--- config.mk ---
export PLATFORM = sky130hd
export DESIGN_NAME = pan_regs
export DESIGN_NICKNAME = d
export VERILOG_FILES = /design/src/pan_pkg.sv /design/src/pan_regs.sv
export VERILOG_INCLUDE_DIRS = /design/src /design/src/src
export SDC_FILE = /design/constraint.sdc
export NUM_CORES = 1
export LEC_CHECK = 0
export BUFFER_PORTS_ARGS = -buffer_cell sky130_fd_sc_hd__buf_2
export CORE_ASPECT_RATIO = 0.75
export CORE_MARGIN = 2
export CORE_UTILIZATION = 50
export DETAILED_ROUTE_END_ITERATION = 12
export GPL_TIMING_DRIVEN = 0
export PLACE_DENSITY = 0.89
export REMOVE_ABC_BUFFERS = 1
export SLEW_MARGIN = 20
export SYNTH_ARGS = -nofsm -noshare
export SYNTH_HDL_FRONTEND = slang
export SYNTH_SLANG_ARGS = --single-unit
--- constraint.sdc ---
create_clock -name I_MCLK -period 2.3 [get_ports I_MCLK]
set_input_delay 0.115 -clock I_MCLK [delete_from_list [all_inputs] [get_ports I_MCLK]]
set_output_delay 0.115 -clock I_MCLK [all_outputs]
set_load 0.02 [all_outputs]
--- src/pan_cfg.svh ---
// Constants of the auto-negotiation management register bank.
// Assumes inclusion by bare name from the package and the register bank.
`ifndef PAN_CFG_SVH
`define PAN_CFG_SVH

// Bus widths.
`define PAN_AXI_AW        8
`define PAN_AXI_DW        32
`define PAN_REG_W         16
`define PAN_IDX_W         6
`define PAN_IDX_LSB       2
`define PAN_STRB_W        4

// Register indices; the byte address is four times the index.
`define PAN_IDX_NP        6'h08
`define PAN_IDX_EXT       6'h0F
`define PAN_IDX_ICTL      6'h10
`define PAN_IDX_LB        6'h11
`define PAN_IDX_EVT_STAT  6'h18
`define PAN_IDX_EVT_MASK  6'h19

// Field positions.
`define PAN_ICTL_EN_BIT   0
`define PAN_ICTL_STAT_BIT 1
`define PAN_LB_POS_BIT    0
`define PAN_EVT_AN_BIT    0
`define PAN_EVT_PAGE_BIT  1
`define PAN_EVT_W         2
`define PAN_LANE0         0
`define PAN_LANE1         1
`define PAN_LANE_W        8

// Fixed and reset values.
`define PAN_EXT_STATUS_VAL 16'h8000
`define PAN_ICTL_EN_RST    1'h1
`define PAN_EVT_MASK_RST   2'h0
`define PAN_RESP_OKAY      2'h0
`define PAN_RESP_SLVERR    2'h2

`endif

--- src/pan_pkg.sv ---
// Types shared by the auto-negotiation management register bank.
// Assumes the constants header is on the include path.
`include "pan_cfg.svh"
`default_nettype none

package pan_pkg;

    // One received next page, packed in register bit order.
    typedef struct packed {
        logic                  more_pages;
        logic                  ack;
        logic                  msg_page;
        logic                  ack2;
        logic                  toggle;
        logic [10:0]           code;
    } pan_page_s;

    // Complete state of the register bank.
    typedef struct packed {
        logic                  aw_held;
        logic [`PAN_IDX_W-1:0] aw_idx;
        logic                  w_held;
        logic [`PAN_REG_W-1:0] wdata;
        logic [1:0]            wstrb;
        logic                  bvalid;
        logic [1:0]            bresp;
        logic                  rvalid;
        logic [1:0]            rresp;
        logic [`PAN_REG_W-1:0] rdata;
        pan_page_s             np_page;
        logic                  an_irq_en;
        logic                  an_irq_stat;
        logic                  lb_pos;
        logic                  strap_done;
        logic                  mac_lb;
        logic                  xcvr_lb;
        logic [`PAN_EVT_W-1:0] evt_stat;
        logic [`PAN_EVT_W-1:0] evt_mask;
    } pan_state_s;

endpackage : pan_pkg

`default_nettype wire

--- src/pan_regs.sv ---
// Auto-negotiation management register bank: received next page, extended
// status, auto-negotiation interrupt control and loopback position.
// Assumes AXI4-Lite on I_MCLK and page and completion events from PCS logic
// on the same clock.
//
// Design decision made here: the AXI4-Lite slave port.
`include "pan_cfg.svh"
`default_nettype none

// What this block does
// - Bit 15 shows partner has more pages.
// - Bit 14 shows received acknowledge indication.
// - Bits 10:0 hold received code field.
// - Bit 12 shows partner can comply.
// - Bit 11 shows received toggle value.
// - Extended status bit 15 reads one.
// - Extended status bits 14:12 read zero.
// - Completion sets status while interrupt enabled.
// - Status holds until software writes zero.
// - Disabled interrupt forces status to zero.
// - Interrupt output follows the status bit.
// - Read/write enable bit, reset value one.
// - Position zero loops inside MAC.
// - Position one loops inside transceiver.
// - Loopback only while control loopback bit set.
module pan_regs (
    // Clock and reset.
    input  wire logic                     I_MCLK,
    input  wire logic                     I_RST,
    // AXI4-Lite write address and data.
    input  wire logic                     I_AWVALID,
    output logic                          O_AWREADY,
    input  wire logic [`PAN_AXI_AW-1:0]   I_AWADDR,
    input  wire logic                     I_WVALID,
    output logic                          O_WREADY,
    input  wire logic [`PAN_AXI_DW-1:0]   I_WDATA,
    input  wire logic [`PAN_STRB_W-1:0]   I_WSTRB,
    // AXI4-Lite write response.
    output logic                          O_BVALID,
    input  wire logic                     I_BREADY,
    output logic [1:0]                    O_BRESP,
    // AXI4-Lite read.
    input  wire logic                     I_ARVALID,
    output logic                          O_ARREADY,
    input  wire logic [`PAN_AXI_AW-1:0]   I_ARADDR,
    output logic                          O_RVALID,
    input  wire logic                     I_RREADY,
    output logic [`PAN_AXI_DW-1:0]        O_RDATA,
    output logic [1:0]                    O_RRESP,
    // Link-side events and received page.
    input  wire logic                     I_AN_DONE,
    input  wire logic                     I_PAGE_VALID,
    input  wire pan_pkg::pan_page_s       I_PAGE,
    // Loopback control.
    input  wire logic                     I_LOOPBACK_EN,
    input  wire logic                     I_LOOPBACK_POS_DEFAULT,
    output logic                          O_MAC_LOOPBACK,
    output logic                          O_XCVR_LOOPBACK,
    // Interrupts.
    output logic                          O_AUTONEG_IRQ_OUT,
    output logic                          O_IRQ
);
    import pan_pkg::*;

    pan_state_s              s_r;
    pan_state_s              s_nxt;
    logic                    aw_hs;
    logic                    w_hs;
    logic                    ar_hs;
    logic                    wr_fire;
    logic                    wr_lane0;
    logic [`PAN_IDX_W-1:0]   ar_idx;
    logic                    wr_ictl;
    logic                    stat_clr_wr;
    logic                    en_off_wr;
    logic [`PAN_REG_W-1:0]   rd_word;
    logic                    rd_hit;
    logic [`PAN_EVT_W-1:0]   evt_set;
    logic [`PAN_EVT_W-1:0]   evt_clr;

    // Handshake outputs are combinational from the held flags and the response valid flags.
    assign O_AWREADY = !s_r.aw_held && !s_r.bvalid;
    assign O_WREADY  = !s_r.w_held && !s_r.bvalid;
    assign O_ARREADY = !s_r.rvalid;
    assign aw_hs     = I_AWVALID && O_AWREADY;
    assign w_hs      = I_WVALID && O_WREADY;
    assign ar_hs     = I_ARVALID && O_ARREADY;
    assign ar_idx    = I_ARADDR[`PAN_AXI_AW-1:`PAN_IDX_LSB];

    // A write is carried out once address and data are both held.
    assign wr_fire     = s_r.aw_held && s_r.w_held && !s_r.bvalid;
    assign wr_lane0    = wr_fire && s_r.wstrb[`PAN_LANE0];
    assign wr_ictl     = wr_lane0 && (s_r.aw_idx == `PAN_IDX_ICTL);
    assign stat_clr_wr = wr_ictl && !s_r.wdata[`PAN_ICTL_STAT_BIT];
    assign en_off_wr   = wr_ictl && !s_r.wdata[`PAN_ICTL_EN_BIT];

    assign evt_set = {I_PAGE_VALID, I_AN_DONE};
    assign evt_clr = (wr_lane0 && (s_r.aw_idx == `PAN_IDX_EVT_STAT)) ?
                     s_r.wdata[`PAN_EVT_W-1:0] : '0;

    // Read decode; unused bits of every register stay zero.
    always_comb begin
        rd_word = '0;
        rd_hit  = 1'b1;
        case (ar_idx)
            `PAN_IDX_NP: begin
                rd_word = s_r.np_page;
            end
            `PAN_IDX_EXT: begin
                rd_word = `PAN_EXT_STATUS_VAL;
            end
            `PAN_IDX_ICTL: begin
                rd_word[`PAN_ICTL_STAT_BIT] = s_r.an_irq_stat;
                rd_word[`PAN_ICTL_EN_BIT]   = s_r.an_irq_en;
            end
            `PAN_IDX_LB: begin
                rd_word[`PAN_LB_POS_BIT] = s_r.lb_pos;
            end
            `PAN_IDX_EVT_STAT: begin
                rd_word[`PAN_EVT_W-1:0] = s_r.evt_stat;
            end
            `PAN_IDX_EVT_MASK: begin
                rd_word[`PAN_EVT_W-1:0] = s_r.evt_mask;
            end
            default: begin
                rd_hit = 1'b0;
            end
        endcase
    end

    always_comb begin
        s_nxt = s_r;
        // Write address and data channels, taken in either order.
        if (aw_hs) begin
            s_nxt.aw_held = 1'b1;
            s_nxt.aw_idx  = I_AWADDR[`PAN_AXI_AW-1:`PAN_IDX_LSB];
        end
        if (w_hs) begin
            s_nxt.w_held = 1'b1;
            s_nxt.wdata  = I_WDATA[`PAN_REG_W-1:0];
            s_nxt.wstrb  = {I_WSTRB[`PAN_LANE1], I_WSTRB[`PAN_LANE0]};
        end
        if (wr_fire) begin
            s_nxt.aw_held = 1'b0;
            s_nxt.w_held  = 1'b0;
            s_nxt.bvalid  = 1'b1;
            case (s_r.aw_idx)
                `PAN_IDX_NP, `PAN_IDX_EXT, `PAN_IDX_ICTL, `PAN_IDX_LB,
                `PAN_IDX_EVT_STAT, `PAN_IDX_EVT_MASK: begin
                    s_nxt.bresp = `PAN_RESP_OKAY;
                end
                default: begin
                    s_nxt.bresp = `PAN_RESP_SLVERR;
                end
            endcase
        end
        if (s_r.bvalid && I_BREADY) begin
            s_nxt.bvalid = 1'b0;
        end
        // Read channel answers one cycle after the address is taken.
        if (ar_hs) begin
            s_nxt.rvalid = 1'b1;
            s_nxt.rdata  = rd_word;
            s_nxt.rresp  = rd_hit ? `PAN_RESP_OKAY : `PAN_RESP_SLVERR;
        end
        if (s_r.rvalid && I_RREADY) begin
            s_nxt.rvalid = 1'b0;
        end

        // Capture of each received page from the link side.
        if (I_PAGE_VALID) begin
            s_nxt.np_page = I_PAGE;
        end

        // Interrupt enable and status of the auto-negotiation interrupt.
        if (wr_ictl) begin
            s_nxt.an_irq_en = s_r.wdata[`PAN_ICTL_EN_BIT];
        end
        if (stat_clr_wr) begin
            s_nxt.an_irq_stat = 1'b0;
        end
        if (I_AN_DONE) begin
            s_nxt.an_irq_stat = 1'b1;
        end
        if (!s_nxt.an_irq_en) begin
            s_nxt.an_irq_stat = 1'b0;
        end

        // Loopback position comes from the strap once after reset.
        if (!s_r.strap_done) begin
            s_nxt.strap_done = 1'b1;
            s_nxt.lb_pos     = I_LOOPBACK_POS_DEFAULT;
        end else if (wr_lane0 && (s_r.aw_idx == `PAN_IDX_LB)) begin
            s_nxt.lb_pos = s_r.wdata[`PAN_LB_POS_BIT];
        end
        s_nxt.mac_lb  = I_LOOPBACK_EN && !s_nxt.lb_pos;
        s_nxt.xcvr_lb = I_LOOPBACK_EN && s_nxt.lb_pos;

        // Sticky event bits; a new event wins over a clear in the same cycle.
        s_nxt.evt_stat = (s_r.evt_stat & ~evt_clr) | evt_set;
        if (wr_lane0 && (s_r.aw_idx == `PAN_IDX_EVT_MASK)) begin
            s_nxt.evt_mask = s_r.wdata[`PAN_EVT_W-1:0];
        end
    end

    always_ff @(posedge I_MCLK or posedge I_RST) begin
        if (I_RST) begin
            s_r           <= '0;
            s_r.an_irq_en <= `PAN_ICTL_EN_RST;
            s_r.evt_mask  <= `PAN_EVT_MASK_RST;
        end else begin
            s_r <= s_nxt;
        end
    end

    assign O_BVALID          = s_r.bvalid;
    assign O_BRESP           = s_r.bresp;
    assign O_RVALID          = s_r.rvalid;
    assign O_RRESP           = s_r.rresp;
    assign O_RDATA           = {{(`PAN_AXI_DW-`PAN_REG_W){1'b0}}, s_r.rdata};
    assign O_MAC_LOOPBACK    = s_r.mac_lb;
    assign O_XCVR_LOOPBACK   = s_r.xcvr_lb;
    assign O_AUTONEG_IRQ_OUT = s_r.an_irq_stat;
    assign O_IRQ             = |(s_r.evt_stat & s_r.evt_mask);
endmodule : pan_regs

`default_nettype wire

# Word-level counts from Yosys, hierarchy flattened
# Index checks and enable logic that the tools add are counted.
[classes] eq_ne=13 mux=21 bitwise=4 reduce_logical=30
[ops] cell="$eq 6x5->1 const B" count=8
[ops] cell="$mux 19" count=2
[ops] cell="$pmux 14 s2" count=1
[ops] cell="$eq 6x4->1 const B" count=4
[ops] cell="$logic_and 1x1->1" count=17
[ops] cell="$reduce_or 6->1" count=2
[ops] cell="$mux 1" count=11
[ops] cell="$reduce_bool 2->1" count=4
[ops] cell="$mux 7" count=1
[ops] cell="$logic_not 1->1" count=6
[ops] cell="$mux 2" count=3
[ops] cell="$pmux 1 s5" count=1
[ops] cell="$and 2x2->2" count=2
[ops] cell="$pmux 1 s4" count=1
[ops] cell="$mux 3" count=1
[ops] cell="$ne 3x2->1 const B" count=1
[ops] cell="$not 2->2" count=1
[ops] cell="$or 2x2->2" count=1
[ops] cell="$reduce_or 2->1" count=1
[totals] reg_bits=74 inputBits=79 out_inout_bits=45

# Depth between registers and ports, before layout
# Gate-level depths: netlist (run 1).
[logic_depth] ltp_word=8 mapped_depth=5

# Least setup slack after synthesis (run 1)
# No wires, ideal clock.
[synth_path] path_type="register to register" start="register s_r (netlist bit O_BVALID)" end="register s_r[67] (netlist name)" setup_ns=0.125 arrival_time_ns=1.481 t_required_ns=2.175 setup_slack_ns=0.694 path_stages_with_launch=5 path_buffers=1 period_less_slack_ns=1.606 cell_sequence="dfrtp_1 -> nor2_1 -> and2_1 -> buf_2 -> mux2_2"
[synth_between] elab_chain_cells=3
[synth_lines] item="from (decl)" line_no="pan_regs.sv:65" rtl="pan_state_s s_r;"
[synth_lines] item="from (signal assigned)" line_no="pan_regs.sv:212" rtl="s_r <= s_nxt;"
[synth_lines] item="$logic_not 1->1" line_no="pan_regs.sv:82" rtl="assign O_AWREADY = !s_r.aw_held && !s_r.bvalid;"
[synth_lines] item="$logic_and 1x1->1" line_no="pan_regs.sv:82"
[synth_lines] item="named net O_AWREADY" line_no="pan_regs.sv:32" rtl="output logic O_AWREADY,"
[synth_lines] item="$logic_and 1x1->1" line_no="pan_regs.sv:85" rtl="assign aw_hs = I_AWVALID && O_AWREADY;"
# The timed path passes the listed nets, and every way through them passes these cells.
# A chain may end at the register's enable or synchronous reset.

# Worst setup path in the final report (run 1)
[layout_path] start="register s_r (netlist bit O_RVALID)" end="register s_r (netlist bit O_RRESP[1])"
[layout_between] elab_chain_cells=2
[layout_lines] item="$logic_not 1->1" line_no="pan_regs.sv:84" rtl="assign O_ARREADY = !s_r.rvalid;"
[layout_lines] item="$logic_and 1x1->1" line_no="pan_regs.sv:87" rtl="assign ar_hs = I_ARVALID && O_ARREADY;"
# No other way between the ends.

==> impl_metrics.toml, run 1 <==
[status]
status = "finished, final reports clean"

[critical_path]
start_kind = "register"
cp_max_fo = 33
required_ns = 2.51
crit_type = "register to register"
worstReg2RegStart = "O_RVALID"
reg2reg_depth = 4
cp_data_arrival_time_ns = 1.99
reg2reg_to = "O_RRESP[1]"
cp-end-kind = "register"
rrSetupSlack_ns = 0.53

[cells_and_area]
layout_common_cells = "buf_2, dfrtp_1, nand2_1, mux2_2, conb_1"
area_growth_syn_to_layout_pct = 18.2
final_layout_size_suffix_gt1_share_pct = 40.1
stdcell_area_um2 = 3160
finalNetCount = 383
layout_commonest_cell = "buf_2"
fin_cells = 384
n_antenna_cell = 0

[yosys]
yosysSeqAreaShare_pct = 53.4
synthCells = 239
avgSynthCellArea_um2 = 11.2
synth_area_um2 = 2670
synth-seq-cells = 57
yosysWarnings = 0
ys_types = 42

[power_and_ir_drop]
peakVddDrop_uv = 513
finalPower_mw = 2.86
p_leak_nw = 1.52
p_per_area_nw_per_um2 = 906

[place]
dp_cells = 356
place.gp.congestion = 0.791
placed_area_um2 = 2870
portBuffers = 68
dp_hpwl_mm = 3.32

[global_routing]
grt_usage_pct = 17.5
use_met1_pct = 22.1
busiest_layer = "met2"
grt_first_pass_wirelength_mm = 7.67
grt_overflow_total = 0
gr-usage-met3_pct = 5.75
grt_pass1_vias = 1682
grt_max_degree = 58
gr-usage-met2_pct = 27.3
antenna_found_initial = 0

[floorplan]
die_y_um = 67.3
dieArea_um2 = 5950
num_io_pins = 124
rows = 23
core_um2 = 5240
die_w_um = 88.4
initial_core_util_pct = 51.0

[min_path]
hp-class = "primary input to register"
min_from = "I_PAGE[13]"
holdPathEnd = "s_r[23]"
hold_depth = 2

[sta]
fin_tns_setup_ns = 0
hold-worst-slack_ns = 0.0178
tightestPinTransition_ns = 1.07
period_share_pct = 77.2
max_freq_ghz = 0.564
finalSetupViolCount = 0
rsz0062_at_grt = "no"
hold_violations = 0
slew-limit-headroom_pct = 28.2
fin_skew_ns = 0.00366
post-route-min-period_ns = 1.77
final-max-slew-violation-count = 0

[routing]
wirelength_mm = 4.93
route.detailed.wl_per_inst_um = 12.8
drc_errors = 0
dr_total_vias = 1828
drt_iter0_markers = 111
first_pass_iters = 4
ant_nets = 0
via_per_inst = 4.76

[clock_tree]
htree_levels = 3
cts_root_buf = "clkbuf_8"
clock_tree.buffer_depth = 2
cts_tree = "done"
path_clk_slew_ns = 0.06
cts_setup_buffers = 0
cts_resized = 0
insertion_delay_ns = 0.33
cts_buffers = 9
clock_sinks = 57
hold_buffers = 10

[run]
drv_cap = 0
## cells in the mapped netlist
cell	count	area (um^2)
a21boi_0	1	7.51
a21o_1	2	15.0
a21oi_1	4	20.0
a21oi_2	1	8.76
a22o_1	1	8.76
a22oi_1	1	7.51
a2bb2oi_1	1	8.76
a31oi_1	1	6.26
a32o_1	1	10.0
a32oi_1	1	8.76
a41o_1	1	10.0
and2_1	3	18.8
and3_1	1	6.26
and3b_1	2	17.5
and3b_2	1	10.0
and4b_1	1	10.0
buf_1	1	3.75
buf_2	3	15.0
buf_4	36	270
buf_6	1	11.3
clkbuf_1	2	7.51
conb_1	2	7.51
dfrtp_1	56	1400
dfstp_2	1	26.3
inv_1	5	18.8
inv_2	1	3.75
mux2_2	29	327
mux4_2	1	22.5
nand2_1	32	120
nand2_2	1	6.26
nand2b_1	1	6.26
nand3_1	3	15.0
nand4_1	3	18.8
nand4b_1	1	8.76
nor2_1	10	37.5
nor2b_1	4	25.0
nor3_2	1	10.0
nor3b_4	1	18.8
o21ai_0	11	55.1
o21ai_1	6	30.0
o21ai_2	3	26.3
or2_2	1	6.26
## sequential cells by signal, indices dropped and copies added (netlist names)
name and cells:
O_RRESP 1, s_r 34, O_MAC_LOOPBACK 1, O_BRESP 1, O_XCVR_LOOPBACK 1, O_RVALID 1
O_RDATA 16, O_BVALID 1, O_AUTONEG_IRQ_OUT 1
## stage by stage
step	utilization, %	setup slack (ns)
after global routing	60.3	0.385
after detailed placement	54.7	0.513
after CTS	59.9	0.495
after global placement	54.7	0.118
after floorplan	-	0.641
final	60.3	0.526
## worst max-delay path, cell delays in order (launching register included)
cell and delay (ns):
dfrtp_1 0.36, inv_2 0.05, nand2_1 0.78, nor2_1 0.19
a32o_1 0.27
## report_power, final
group	internal (mW)	switching [mW]	total (mW)
combinational	0.318	0.369	0.687
sequential	1.20	0.168	1.36
clock	0.444	0.367	0.812
## per-layer routing
layer | up-vias | share of wire (%)
li1 | 887 | -
met1 | 871 | 44
met2 | 63 | 48
met3 | 7 | 6.8
met4 | 0 | 1.5
met5 | - | 0
## cell type report
cell class                      instances  area [um^2]
Clock inverter                          3         15.0
Inverter                                6         25.0
Fill cell                             480         2080
Clock buffer                           13          159
Multi-Input combinational cell        150          978
Timing Repair Buffer                   80          460
Sequential cell                        57         1430
Tap cell                               75         93.8
## cells by family after synthesis
logic type / synth area share (%)
other: 0.281
AND/OR/NAND/NOR: 12.5
buffers and inverters: 12.4
flip-flops: 53.4
AO/OA/AOI/OAI: 8.33
multiplexers: 13.1
## worst max-delay path by stage
stage	startpoint	endpoint	slack [ns]
after CTS	O_RVALID	O_RRESP[1]	0.49
final	O_RVALID	O_RRESP[1]	0.53
after global routing	O_RVALID	O_RRESP[1]	0.38
after global placement	I_RST	O_RDATA[3]	0.12
after floorplan	O_RVALID	O_RRESP[1]	0.64
after detailed placement	O_RVALID	O_RRESP[1]	0.51
No activity file was read; power rests on OpenSTA's default activity.
==> inputs of run 2 (changes only) <==
--- a/config.mk
+++ b/config.mk
@@ -6,13 +6,14 @@
 export SDC_FILE = /design/constraint.sdc
 export NUM_CORES = 1
 export LEC_CHECK = 0
+export ABC_AREA = 1
 export BUFFER_PORTS_ARGS = -buffer_cell sky130_fd_sc_hd__buf_2
 export CORE_ASPECT_RATIO = 0.75
 export CORE_MARGIN = 2
-export CORE_UTILIZATION = 50
+export CORE_UTILIZATION = 43
 export DETAILED_ROUTE_END_ITERATION = 12
 export GPL_TIMING_DRIVEN = 0
-export PLACE_DENSITY = 0.89
+export PLACE_DENSITY = 0.81
 export REMOVE_ABC_BUFFERS = 1
 export SLEW_MARGIN = 20
 export SYNTH_ARGS = -nofsm -noshare
==> constraint.sdc (replaced) <==
create_clock -name I_MCLK -period 1.6 [get_ports I_MCLK]
set_input_delay 0.08 -clock I_MCLK [delete_from_list [all_inputs] [get_ports I_MCLK]]
set_output_delay 0.08 -clock I_MCLK [all_outputs]
set_load 0.02 [all_outputs]
==> run 2 against run 1 <==
  * Routed wire length up 20%
  * Critical path depth rose by 3
  * Clock-buffer cell count is the same
  * Register-to-register slack got worse by 0.22 ns
  * Largest power group unchanged
  * Sequential share of layout area decreased by 4.0 points
  * Combinational power rose by 69%
  * Synthesized area rose by 4.1%
  * First-iteration DRC count is 13% lower
  * Global-route usage increased by 0.13 points
  * Sequential cell count unchanged
  * Non-clock buffer count up 19
  * Fmax up 37%
==> impl_metrics.toml, run 2 <==
[routing]
route.detailed.wl_per_inst_um = 12.0
wirelength_mm = 5.93
drc_errors = 0
via_per_inst = 4.55
drt_iter0_markers = 97
first_pass_iters = 4
ant_nets = 0
dr_total_vias = 2249

[power_and_ir_drop]
p_switching_mw = 1.47
swShare_pct = 35.0
p_leak_nw = 1.83
clkPwrFrac_pct = 27.8
intPower_mw = 2.73
pwr-share-seq_pct = 44.7
p_per_area_nw_per_um2 = 1210
peakVddDrop_uv = 695
combinationalPowerShare_pct = 27.5

[place]
dp_hpwl_mm = 4.02
portBuffers = 68
place.gp.congestion = 0.839
dp_cells = 447

[critical_path]
rrSetupSlack_ns = 0.30
cp_slowest_stage_delay_ns = 0.35
path_cells = "inv_1 > nand2_4 > clkinvlp_4 > o21ai_0 > nor2_1 > nand3b_1 > nand2_1"
cp_slowest_cell = "dfrtp_1"
crit_type = "register to register"
crit_family = "simple AND/OR/NAND/NOR gates"
cp_max_fo = 20
cp_data_arrival_time_ns = 1.51
reg2reg_depth = 7
required_ns = 1.81
cp-end-kind = "register"
reg2reg_to = "O_RRESP[1]"
crit_buf_inv = 2
start_kind = "register"
worstReg2RegStart = "O_RVALID"

[global_routing]
grt_usage_pct = 17.6
grt_overflow_total = 0
grt_max_degree = 58
grt_pass1_vias = 2119
antenna_found_initial = 0
grt_first_pass_wirelength_mm = 9.84

[yosys]
synth_area_um2 = 2780
yosysSeqAreaShare_pct = 51.3
avgSynthCellArea_um2 = 8.56
synth-seq-cells = 57
synth_top_cell_by_area = "dfrtp_1"
synthCells = 325
async_flop_share_pct = 100
synth_most_common_cell = "nand2_1"
synthTopCellsByCount = "nand2_1, dfrtp_1, buf_4"
ys_types = 30
yosys.area.top_type_share_pct = 50.4
yosysWarnings = 0
synth_edf_count = 0
synthTopCellsByArea = "dfrtp_1, nand2_1, buf_4, inv_1, nor2_1"
ys.flop_type = "dfrtp_1"

[clock_tree]
insertion_delay_ns = 0.32
cts_root_buf = "clkbuf_8"
clock_sinks = 57
path_clk_slew_ns = 0.06
cts_tree = "done"
htree_levels = 3
cts_buffers = 9
clock_tree.buffer_depth = 2

[sta]
slew-limit-headroom_pct = 53.7
tightestPinTransition_ns = 0.694
fin_skew_ns = 0.00766
max_freq_ghz = 0.770
period_share_pct = 81.2
hold_violations = 0
hold-worst-slack_ns = 0.0435
final-max-slew-violation-count = 0
finalSetupViolCount = 0
rsz0062_at_grt = "no"
post-route-min-period_ns = 1.30

[floorplan]
die_w_um = 96.9
core_um2 = 6290
die_y_um = 73.7
dieArea_um2 = 7130
num_io_pins = 124
rows = 25
initial_core_util_pct = 44.2

[cells_and_area]
final_layout_size_suffix_gt1_share_pct = 27.4
fin_cells = 494
layout_common_cells = "nand2_1, buf_2, dfrtp_1, dlygate4sd3_1, nor2_1"
final_util_pct = 55.2
n_antenna_cell = 0
finalNetCount = 487
layout_commonest_cell = "nand2_1"
largest_reg_flops = 34
largest_register = "s_r"
area_growth_syn_to_layout_pct = 24.7

[status]
status = "finished, final reports clean"

[min_path]
holdPathEnd = "s_r[7]"
hold_depth = 3
min_from = "I_LOOPBACK_POS_DEFAULT"
hp-class = "primary input to register"

[run]
drv_cap = 0
## run 2: cells by family after synthesis
| kind of cell | count (synthesis) | share of synthesized area, % |
|---|---|---|
| buf+inv | 72 | 15.0 |
| other cells | 2 | 0.270 |
| simple gates | 151 | 24.6 |
| compound gates | 43 | 8.82 |
| flops | 57 | 51.3 |
## run 2: through the flow
stage / setup slack (ns) / instance area [um^2] / setup TNS (ns) / power, mW
after floorplan: -0.155 / 2530 / -0.375 / 2.64
after global placement: -0.528 / 2980 / -31.91 / 2.93
after detailed placement: -0.395 / 2980 / -2.52 / 2.98
after CTS: 0.176 / 3460 / 0 / 4.23
after global routing: 0.161 / 3470 / 0 / 4.47
final: 0.301 / 3470 / 0 / 4.20
## run 2: worst max-delay path by stage
stage,from,end,depth (start not counted)
3_5_place_dp,O_RVALID,O_RRESP[1],7
3_3_place_gp,I_RST,O_RDATA[6],2
5_1_grt,O_RVALID,O_RRESP[1],7
2_1_floorplan,O_RVALID,O_RDATA[15],6
6_report,O_RVALID,O_RRESP[1],7
4_1_cts,O_RVALID,O_RRESP[1],7
## run 2: area by class of cell
type,count,area (um^2)
Multi-Input combinational cell,213,1010
Timing Repair Buffer,99,646
Sequential cell,57,1430
Tap cell,81,101
Clock inverter,3,15.0
Fill cell,590,2820
Inverter,28,111
Clock buffer,13,159
## run 2: metal layers
| metal | share of wire [%] | track usage (%) | vias up |
|---|---|---|---|
| met3 | 4.7 | 4.76 | 8 |
| met5 | 0 | 0 | - |
| met4 | 1.4 | 8.14 | 0 |
| met2 | 50 | 29.7 | 60 |
| met1 | 44 | 21.6 | 1050 |
| li1 | - | - | 1131 |
## run 2: worst min-delay path, cell delays in order
cell	delay (ns)
buf_2	0.07
nand2_1	0.08
nand2_2	0.09
## run 2: timing repair
action | CTS | global route
setup endpoints to repair | 14 | 1
hold buffers | 29 | 0
endpoints found under the hold margin | 85 | 0
gates resized for setup | 2 | 1
pin swaps | 0 | 0
buffers inserted | 2 | 0
gates cloned | 0 | 0
## run 2: power groups by stage
stage | logic [mW] | clock network, mW | registers (mW)
floorplan | 0.712 | 0 | 1.93
global placement | 1.05 | 0 | 1.88
detailed placement | 1.08 | 0 | 1.90
CTS | 1.15 | 1.21 | 1.87
global route | 1.29 | 1.28 | 1.91
finish | 1.16 | 1.17 | 1.88
